File: src/logic/sdd_pkg.sv
package sdd_pkg;
  // Register addresses on the processor data bus
  localparam logic [15:0] SDD_ADDR_CTRL  = 16'hffbe;
  localparam logic [15:0] SDD_ADDR_LEVEL = 16'hffbf;
  localparam logic [15:0] SDD_ADDR_CAUSE = 16'hffac;

  // Control register bit positions, plus the reset-cause register bit
  localparam int SDD_BIT_FLAG    = 0;
  localparam int SDD_BIT_MODE    = 1;
  localparam int SDD_BIT_REF_EN  = 4;
  localparam int SDD_BIT_DET_EN  = 7;
  localparam int SDD_BIT_RST_CAUSE = 0;

  // Values after reset
  localparam logic [7:0] SDD_CTRL_RST  = 8'h00;
  localparam logic [2:0] SDD_LEVEL_RST = 3'h0;
  localparam logic [7:0] SDD_CAUSE_RST = 8'h00;

  // Level codes
  localparam logic [2:0] SDD_LEVEL_PROHIB  = 3'h7;
  localparam logic [2:0] SDD_LEVEL_POC_LOW = 3'h4;

  // Software wait figures, in microseconds, and derived cycle counts at 20 MHz
  localparam int SDD_CLK_KHZ       = 20000;
  localparam int SDD_DET_SETTLE_US = 200;
  localparam int SDD_REF_SETTLE_US = 2000;
  localparam int SDD_DET_SETTLE_CYC = SDD_DET_SETTLE_US * SDD_CLK_KHZ / 1000;
  localparam int SDD_REF_SETTLE_CYC = SDD_REF_SETTLE_US * SDD_CLK_KHZ / 1000;

  // Bus cycle kinds
  typedef enum logic [1:0] {
    SDD_WR_NONE = 2'b00,
    SDD_WR_BYTE = 2'b01,
    SDD_WR_BIT  = 2'b11
  } sdd_wr_t;
endpackage

File: src/logic/sdd_ctrl.sv
`timescale 1ns/1ps
// Overview of operation
// - External reset clears the detection control register to zero.
// - Control register accepts single-bit writes and whole-byte writes.
// - Low-voltage flag at bit 0 is read-only; writes never change it.
// - Enables and mode clear on every reset except a detector reset.
// - Mode 0 requests interrupt; mode 1 asserts internal reset when low.
// - Flag reads 1 when supply below threshold, 0 otherwise or disabled.
// - With enable 1 and mode 0, the flag drives the interrupt request.
// - With power-on-clear fitted, reference enable has no effect.
// - Level register bits 2..0 pick one of seven levels; code 7 prohibited.
// - A detector reset sets bit 0 of the reset-cause register.
// - Power-on-clear overriding levels 4 to 6 takes priority over detector.
// - Detector keeps working in stop mode.
// - Interrupt may be raised as soon as detector enable is set.
// - Choosing reset mode while supply is fine causes no reset.
// - Power-on-clear asserts internal reset while supply below its level.
// - A power-on-clear reset clears the whole reset-cause register.
module sdd_ctrl
  import sdd_pkg::*;
#(
  parameter bit POC_FITTED = 1'b1
)
(
  input  wire logic        mclk,
  input  wire logic        rst,
  input  wire logic        other_reset,
  input  wire logic        poc_below,
  input  wire logic        cmp_below,
  input  wire logic        stop_mode,
  input  wire logic        bus_wr,
  input  wire logic        bus_bit_wr,
  input  wire logic        bus_rd,
  input  wire logic [15:0] bus_addr,
  input  wire logic [2:0]  bus_bit_sel,
  input  wire logic        bus_bit_val,
  input  wire logic [7:0]  bus_wdata,
  output logic      [7:0]  bus_rdata,
  output logic      [2:0]  level_sel,
  output logic             cmp_enable,
  output logic             ref_enable,
  output logic             droop_interrupt_request,
  output logic             internal_reset
);

  ////////////////////////////////////////////////////////////////////////////
  // Declarations
  logic       detector_enable_ff;
  logic       reference_enable_ff;
  logic       reset_mode_select_ff;
  logic       low_voltage_flag_ff;
  logic [2:0] level_ff;
  logic [7:0] reset_cause_register_ff;
  logic       cmp_sync;
  logic       poc_sync;
  logic       wr_ctrl;
  logic       wr_level;
  logic       droop_reset_hit;
  logic       any_int_reset;
  logic       nxt_det_en;
  logic       nxt_ref_en;
  logic       nxt_mode;

  // Bus write kind decoded once
  function automatic sdd_wr_t wr_kind(input logic wr, input logic bit_wr);
    if (bit_wr) begin
      wr_kind = SDD_WR_BIT;
    end else if (wr) begin
      wr_kind = SDD_WR_BYTE;
    end else begin
      wr_kind = SDD_WR_NONE;
    end
  endfunction

  // Merge one byte-or-bit write into a single control bit
  function automatic logic merge_bit(input logic cur, input int pos, input sdd_wr_t k,
                                     input logic [2:0] sel, input logic val,
                                     input logic [7:0] data);
    case (k)
      SDD_WR_BYTE: merge_bit = data[pos];
      SDD_WR_BIT:  merge_bit = (int'(sel) == pos) ? val : cur;
      default:     merge_bit = cur;
    endcase
  endfunction

  ////////////////////////////////////////////////////////////////////////////
  // Comparator and power-on-clear inputs are asynchronous
  sdd_sync u_cmp_sync (
    .mclk     (mclk),
    .rst      (rst),
    .async_in (cmp_below),
    .sync_out (cmp_sync)
  );

  sdd_sync u_poc_sync (
    .mclk     (mclk),
    .rst      (rst),
    .async_in (poc_below),
    .sync_out (poc_sync)
  );

  ////////////////////////////////////////////////////////////////////////////
  // Address decode
  assign wr_ctrl  = (bus_wr | bus_bit_wr) & (bus_addr == SDD_ADDR_CTRL);
  // Level register takes byte writes only; bit writes there are ignored
  assign wr_level = bus_wr & ~bus_bit_wr & (bus_addr == SDD_ADDR_LEVEL);

  // Detector reset only in reset mode with a real low reading
  assign droop_reset_hit = detector_enable_ff & reset_mode_select_ff & cmp_sync;
  // Power-on-clear and other sources are non-detector resets
  assign any_int_reset   = poc_sync | other_reset;

  // Next values of the writable control bits
  always_comb begin
    nxt_det_en = detector_enable_ff;
    nxt_ref_en = reference_enable_ff;
    nxt_mode   = reset_mode_select_ff;
    if (wr_ctrl) begin
      nxt_det_en = merge_bit(detector_enable_ff, SDD_BIT_DET_EN,
                             wr_kind(bus_wr, bus_bit_wr), bus_bit_sel,
                             bus_bit_val, bus_wdata);
      nxt_ref_en = merge_bit(reference_enable_ff, SDD_BIT_REF_EN,
                             wr_kind(bus_wr, bus_bit_wr), bus_bit_sel,
                             bus_bit_val, bus_wdata);
      nxt_mode   = merge_bit(reset_mode_select_ff, SDD_BIT_MODE,
                             wr_kind(bus_wr, bus_bit_wr), bus_bit_sel,
                             bus_bit_val, bus_wdata);
    end
  end

  ////////////////////////////////////////////////////////////////////////////
  // Control bits; a detector reset leaves them untouched
  always_ff @(posedge mclk or posedge rst) begin
    if (rst) begin
      detector_enable_ff   <= SDD_CTRL_RST[SDD_BIT_DET_EN];
      reference_enable_ff  <= SDD_CTRL_RST[SDD_BIT_REF_EN];
      reset_mode_select_ff <= SDD_CTRL_RST[SDD_BIT_MODE];
    end else if (any_int_reset) begin
      detector_enable_ff   <= 1'b0;
      reference_enable_ff  <= 1'b0;
      reset_mode_select_ff <= 1'b0;
    end else if (!droop_reset_hit) begin
      detector_enable_ff   <= nxt_det_en;
      reference_enable_ff  <= nxt_ref_en;
      reset_mode_select_ff <= nxt_mode;
    end
  end

  // Flag follows comparator only while enabled; stop mode does not gate it
  always_ff @(posedge mclk or posedge rst) begin
    if (rst) begin
      low_voltage_flag_ff <= SDD_CTRL_RST[SDD_BIT_FLAG];
    end else begin
      low_voltage_flag_ff <= detector_enable_ff & cmp_sync;
    end
  end

  // Level select, held through detector resets too
  always_ff @(posedge mclk or posedge rst) begin
    if (rst) begin
      level_ff <= SDD_LEVEL_RST;
    end else if (any_int_reset) begin
      level_ff <= SDD_LEVEL_RST;
    end else if (wr_level) begin
      level_ff <= bus_wdata[2:0];
    end
  end

  // Reset cause: power-on-clear wipes it, detector reset sets bit 0
  always_ff @(posedge mclk or posedge rst) begin
    if (rst) begin
      reset_cause_register_ff <= SDD_CAUSE_RST;
    end else if (poc_sync) begin
      reset_cause_register_ff <= SDD_CAUSE_RST;
    end else if (droop_reset_hit) begin
      reset_cause_register_ff[SDD_BIT_RST_CAUSE] <= 1'b1;
    end
  end

  ////////////////////////////////////////////////////////////////////////////
  // Outputs, all registered
  always_ff @(posedge mclk or posedge rst) begin
    if (rst) begin
      droop_interrupt_request <= 1'b0;
      internal_reset          <= 1'b0;
      cmp_enable              <= 1'b0;
      ref_enable              <= 1'b0;
      level_sel               <= SDD_LEVEL_RST;
    end else begin
      // Request mirrors the flag path at once, no latch
      droop_interrupt_request <= detector_enable_ff & ~reset_mode_select_ff
                                 & cmp_sync;
      // Power-on-clear wins over the detector when both are low
      internal_reset          <= poc_sync | droop_reset_hit;
      // Follow the frozen bits during a detector reset, or the pins glitch off
      cmp_enable              <= (droop_reset_hit ? detector_enable_ff : nxt_det_en)
                                 & ~any_int_reset;
      // With power-on-clear the reference always runs
      ref_enable              <= POC_FITTED
                                 | ((droop_reset_hit ? reference_enable_ff : nxt_ref_en)
                                    & ~any_int_reset);
      level_sel               <= level_ff;
    end
  end

  // Read data, registered; unmapped addresses read zero
  always_ff @(posedge mclk or posedge rst) begin
    if (rst) begin
      bus_rdata <= 8'h00;
    end else if (bus_rd) begin
      case (bus_addr)
        SDD_ADDR_CTRL:  bus_rdata <= {detector_enable_ff, 2'b00, reference_enable_ff,
                                      2'b00, reset_mode_select_ff, low_voltage_flag_ff};
        SDD_ADDR_LEVEL: bus_rdata <= {5'h00, level_ff};
        SDD_ADDR_CAUSE: bus_rdata <= reset_cause_register_ff;
        default:        bus_rdata <= 8'h00;
      endcase
    end
  end
endmodule

File: src/logic/sdd_sync.sv
`timescale 1ns/1ps
// Two-stage synchroniser for an asynchronous level
module sdd_sync
  import sdd_pkg::*;
(
  input  wire logic mclk,
  input  wire logic rst,
  input  wire logic async_in,
  output logic      sync_out
);
  logic meta_ff;

  // First stage is read only by the second
  always_ff @(posedge mclk or posedge rst) begin
    if (rst) begin
      meta_ff  <= 1'b0;
      sync_out <= 1'b0;
    end else begin
      meta_ff  <= async_in;
      sync_out <= meta_ff;
    end
  end
endmodule

File: config.mk
export PLATFORM = sky130hd
export DESIGN_NAME = sdd_ctrl
export DESIGN_NICKNAME = d
export VERILOG_FILES = /design/src/logic/sdd_pkg.sv /design/src/logic/sdd_ctrl.sv /design/src/logic/sdd_sync.sv
export SDC_FILE = /design/constraint.sdc
export NUM_CORES = 1
export LEC_CHECK = 0
export BUFFER_PORTS_ARGS = -buffer_cell sky130_fd_sc_hd__buf_2
export CORE_ASPECT_RATIO = 0.7
export CORE_MARGIN = 3
export CORE_UTILIZATION = 30
export CTS_BUF_LIST = sky130_fd_sc_hd__clkbuf_4 sky130_fd_sc_hd__clkbuf_8 sky130_fd_sc_hd__clkbuf_16
export CTS_CLUSTER_SIZE = 14
export DETAILED_ROUTE_END_ITERATION = 10
export SLEW_MARGIN = 20
export SYNTH_ARGS = -nofsm -noshare
export SYNTH_HDL_FRONTEND = slang
export SYNTH_SLANG_ARGS = --single-unit
File: constraint.sdc
create_clock -name mclk -period 2.1 [get_ports mclk]
set_clock_uncertainty 0.15 [all_clocks]
set_input_delay 0.21 -clock mclk [delete_from_list [all_inputs] [get_ports mclk]]
set_output_delay 0.21 -clock mclk [all_outputs]
set_load 0.03 [all_outputs]
==> run_summary.xml <==
<?xml version="1.0" encoding="UTF-8"?>
<metrics>
  <group name="layout">
    <metric name="n_antenna_cell" unit="">0</metric>
    <metric name="syn_to_final_growth" unit="%">31.2</metric>
    <metric name="fraction_of_layout_cells_with_a_size_suffix_above_1" unit="%">40.1</metric>
    <metric name="layout.nets" unit="">185</metric>
  </group>
  <group name="global_route">
    <metric name="number_of_global_route_vias_before_repair" unit="">970</metric>
    <metric name="grt_antenna_before_repair" unit="">0</metric>
    <metric name="gr-usage-all-layers" unit="%">12.5</metric>
    <metric name="grt_first_pass_wirelength" unit="um">4310</metric>
    <metric name="grt.overflow.total" unit="">0</metric>
    <metric name="pin_count_of_the_biggest_net_entering_global_routing" unit="">24</metric>
  </group>
  <group name="yosys">
    <metric name="postSynthRegisterBits" unit="">23</metric>
    <metric name="ys_types" unit="">36</metric>
    <metric name="yosysWarnings" unit="">0</metric>
    <metric name="avgSynthCellArea" unit="um^2">10.6</metric>
    <metric name="mappedNetlistArea" unit="um^2">1060</metric>
    <metric name="seq_area_frac_synth" unit="%">54.1</metric>
    <metric name="postSynthCellCount" unit="">100</metric>
  </group>
  <group name="clock_network">
    <metric name="worst_skew_pair.late_latency" unit="ps">260</metric>
    <metric name="cts_root_buffer" unit="">sky130_fd_sc_hd__clkbuf_8</metric>
    <metric name="total_of_cells_resized_after_clock_tree_synthesis" unit="">0</metric>
    <metric name="cts-htree-levels" unit="">1</metric>
    <metric name="cts_buffer_depth" unit="">2</metric>
    <metric name="worst_setup_hold_path_clk_slew" unit="ps">80</metric>
    <metric name="clock_sinks" unit="">23</metric>
    <metric name="tritoncts_buffers" unit="">3</metric>
    <metric name="tritoncts" unit="">done</metric>
    <metric name="cts_setup_buffers" unit="">0</metric>
  </group>
  <group name="sta">
    <metric name="final_hold_viol_count" unit="">0</metric>
    <metric name="clock.fmax" unit="MHz">561</metric>
    <metric name="max_slew.worst_pin.slew" unit="ps">534</metric>
    <metric name="fin_setup_tns" unit="ps">0</metric>
    <metric name="min_period" unit="ps">1780</metric>
    <metric name="final-setup-viol-count" unit="">0</metric>
    <metric name="slew_violations" unit="">0</metric>
    <metric name="timing.final.crit_share" unit="%">84.9</metric>
    <metric name="whs" unit="ps">21.5</metric>
    <metric name="grt_setup_unrepaired" unit="">no</metric>
    <metric name="slew-limit-headroom" unit="%">64.3</metric>
  </group>
  <group name="die">
    <metric name="die-width" unit="um">77.2</metric>
    <metric name="std_cell_rows" unit="">17</metric>
    <metric name="pin_count" unit="">52</metric>
    <metric name="die-height" unit="um">55.8</metric>
    <metric name="floorplan.initialDensity" unit="%">32.5</metric>
    <metric name="fp.coreArea" unit="um^2">3280</metric>
    <metric name="die_area" unit="um^2">4310</metric>
  </group>
  <group name="detailed_routing">
    <metric name="post-route-drc-count" unit="">0</metric>
    <metric name="vias_per_cell" unit="">4.77</metric>
    <metric name="drt-wirelength-per-cell" unit="um">13.1</metric>
    <metric name="via_count" unit="">926</metric>
    <metric name="dr.first_iter.drc_count" unit="">47</metric>
    <metric name="routed_wirelength" unit="um">2550</metric>
    <metric name="drt_pass1_iterations" unit="">4</metric>
    <metric name="drt.antenna.violating_nets" unit="">0</metric>
  </group>
  <group name="worst_setup_path">
    <metric name="cp_slowest_stage_delay" unit="ps">450</metric>
    <metric name="worst_path_cell_with_the_longest_stage_delay" unit="">sky130_fd_sc_hd__dfrtp_1</metric>
    <metric name="crit_path_cell_trace" unit="">and3_1 -&gt; nor4_1 -&gt; nand2_1 -&gt; a32o_2</metric>
    <metric name="critical_path_class" unit="">flop to flop</metric>
    <metric name="worstSetupEndpointType" unit="">flop</metric>
    <metric name="worst-endpoint-required" unit="ps">2110</metric>
    <metric name="critPathLaunchType" unit="">flop</metric>
    <metric name="timing.critical_path.arrival" unit="ps">1790</metric>
    <metric name="critical_path_peak_fanout" unit="">6</metric>
  </group>
  <group name="placed_design">
    <metric name="dp_hpwl" unit="um">2010</metric>
    <metric name="gpl.final_weighted_congestion" unit="">0.787</metric>
    <metric name="io_buffer_count" unit="">44</metric>
  </group>
  <group name="power">
    <metric name="static-leakage-power" unit="nW">0.683</metric>
    <metric name="pwr_density_cell" unit="nW/um^2">587</metric>
    <metric name="irDropWorstVdd" unit="mV">0.333</metric>
  </group>
  <group name="status">
    <metric name="status" unit="">complete, no violations</metric>
  </group>
  <group name="flow_run">
    <metric name="maxcap_violations" unit="">0</metric>
  </group>
  <group name="hold_path">
    <metric name="kind_of_path_behind_the_tightest_hold_check" unit="">input pin to flop</metric>
  </group>
</metrics>
power breakdown:
| part | leakage [nW] | total (W) | internal, W | switching [W] |
|---|---|---|---|---|
| logic | 0.350 | 0.0000948 | 0.0000394 | 0.0000554 |
| registers | 0.308 | 0.000450 | 0.000448 | 0.00000193 |
| clock network | 0.0255 | 0.000274 | 0.000132 | 0.000141 |
| total | 0.683 | 0.000819 | 0.000620 | 0.000199 |
critical path, delay by kind of cell (launching register included):
family | cells | cell delay [ps]
flops | 1 | 450
compound gates | 1 | 290
simple gates | 3 | 790
routing by layer:
| layer | global-route usage, % | routed length [um] | up-vias |
|---|---|---|---|
| li1 | - | - | 454 |
| met1 | 16.1 | 1100 | 422 |
| met2 | 19.2 | 1160 | 48 |
| met3 | 5.34 | 272 | 2 |
| met4 | 3.55 | 14 | 0 |
| met5 | 0 | 0 | - |
stage by stage:
stage	area, um^2	worst slack, ps	cells	util (%)	total power, W
after floorplan	1070	408	102	-	0.000511
after global placement	1320	323	187	40.3	0.000547
after detailed placement	1320	273	187	40.3	0.000550
after CTS	1400	316	194	42.6	0.000828
after global routing	1400	146	194	42.6	0.000854
final	1400	317	194	42.6	0.000819
repair_timing:
action / CTS / global route
endpoints found under the hold margin: 25 / 0
endpoints found under the setup margin: 0 / 0
hold buffers: 3 / 0
synthesized netlist by cell type:
master	instances	area, um^2
sky130_fd_sc_hd__o311ai_1	2	17.5
sky130_fd_sc_hd__nor3_2	1	10.0
sky130_fd_sc_hd__dfrtp_1	23	576
sky130_fd_sc_hd__or3b_2	2	17.5
sky130_fd_sc_hd__or4_1	1	7.51
sky130_fd_sc_hd__a21oi_1	1	5.00
sky130_fd_sc_hd__nand2_1	10	37.5
sky130_fd_sc_hd__and2_1	2	12.5
sky130_fd_sc_hd__a211oi_1	2	15.0
sky130_fd_sc_hd__o211ai_1	1	7.51
sky130_fd_sc_hd__nand3_1	2	10.0
sky130_fd_sc_hd__nand3b_1	2	15.0
sky130_fd_sc_hd__mux2i_1	4	40.0
sky130_fd_sc_hd__or2_2	2	12.5
sky130_fd_sc_hd__nand2b_1	2	12.5
sky130_fd_sc_hd__o22ai_1	3	18.8
sky130_fd_sc_hd__conb_1	2	7.51
sky130_fd_sc_hd__o21ai_0	1	5.00
sky130_fd_sc_hd__nor2_1	5	18.8
sky130_fd_sc_hd__nor2b_1	3	18.8
sky130_fd_sc_hd__o31ai_1	3	22.5
sky130_fd_sc_hd__and3_1	1	6.26
sky130_fd_sc_hd__a31oi_1	2	12.5
sky130_fd_sc_hd__clkbuf_1	3	11.3
sky130_fd_sc_hd__nor4_2	1	12.5
sky130_fd_sc_hd__nor4_1	2	12.5
sky130_fd_sc_hd__o32ai_1	1	8.76
sky130_fd_sc_hd__o311ai_2	1	16.3
sky130_fd_sc_hd__inv_1	3	11.3
sky130_fd_sc_hd__nor3_1	2	10.0
sky130_fd_sc_hd__a32o_2	1	11.3
sky130_fd_sc_hd__buf_4	3	22.5
sky130_fd_sc_hd__or3_1	1	6.26
sky130_fd_sc_hd__nand4_1	2	12.5
sky130_fd_sc_hd__buf_2	1	5.00
sky130_fd_sc_hd__a31o_2	2	17.5
cell families (layout without fill, tap and decap cells):
group,count (synthesis),after routing,synth area share (%)
other cells,2,4,0.706
simple gates,41,41,21.9
flops,23,23,54.1
mux,4,4,3.76
compound gates,20,20,14.8
buf+inv,10,55,4.71
area by class of cell:
type / count / area [um^2]
tap: 47 / 58.8
clock inverter: 1 / 5.00
inverter: 3 / 11.3
multi-input combinational: 69 / 445
timing repair buffer: 48 / 258
clock buffer: 3 / 41.3
sequential: 23 / 576
fill: 344 / 1880
cell usage in the layout (no fill, tap or decap), types with 2 or more instances in the layout:
cell type                       instances
sky130_fd_sc_hd__buf_2                 44
sky130_fd_sc_hd__dfrtp_1               23
sky130_fd_sc_hd__nand2_1               10
sky130_fd_sc_hd__nor2_1                 5
sky130_fd_sc_hd__mux2i_1                4
sky130_fd_sc_hd__conb_1                 4
sky130_fd_sc_hd__nor2b_1                3
sky130_fd_sc_hd__o31ai_1                3
sky130_fd_sc_hd__inv_1                  3
sky130_fd_sc_hd__o22ai_1                3
sky130_fd_sc_hd__clkbuf_8               3
sky130_fd_sc_hd__dlygate4sd3_1          3
sky130_fd_sc_hd__and2_1                 2
sky130_fd_sc_hd__nand4_1                2
sky130_fd_sc_hd__nand3b_1               2
sky130_fd_sc_hd__nand3_1                2
sky130_fd_sc_hd__nand2b_1               2
sky130_fd_sc_hd__a31o_2                 2
sky130_fd_sc_hd__o311ai_1               2
sky130_fd_sc_hd__or2_2                  2
sky130_fd_sc_hd__nor4_1                 2
sky130_fd_sc_hd__nor3_1                 2
sky130_fd_sc_hd__or3b_2                 2
sky130_fd_sc_hd__a31oi_1                2
sky130_fd_sc_hd__a211oi_1               2
state kept, by name, indices dropped and copies added, names as in the netlist:
register                 cells
u_cmp_sync.meta_ff           1
ref_enable                   1
droop_interrupt_request      1
level_sel                    3
reset_cause_register_ff      1
low_voltage_flag_ff          1
cmp_enable                   1
reset_mode_select_ff         1
bus_rdata                    5
reference_enable_ff          1
u_cmp_sync.sync_out          1
u_poc_sync.meta_ff           1
u_poc_sync.sync_out          1
level_ff                     3
internal_reset               1
final timing paths:
check | startpoint | endpoint | cells after the start | slack [ps]
max in group asynchronous | rst | u_cmp_sync.sync_out$_DFF_PP0_ | 4 | 1200
setup / recovery | cmp_enable$_DFF_PP0_ | cmp_enable$_DFF_PP0_ | 4 | 320
hold reg to reg | u_poc_sync.meta_ff$_DFF_PP0_ | u_poc_sync.sync_out$_DFF_PP0_ | 0 | 200
min in group asynchronous | rst | level_sel[0]$_DFF_PP0_ | 4 | 370
hold / removal | bus_wdata[2] | level_ff[2]$_DFFE_PP0P_ | 3 | 20
setup reg to reg | cmp_enable$_DFF_PP0_ | cmp_enable$_DFF_PP0_ | 4 | 320
No activity file was read; power rests on OpenSTA's default activity.
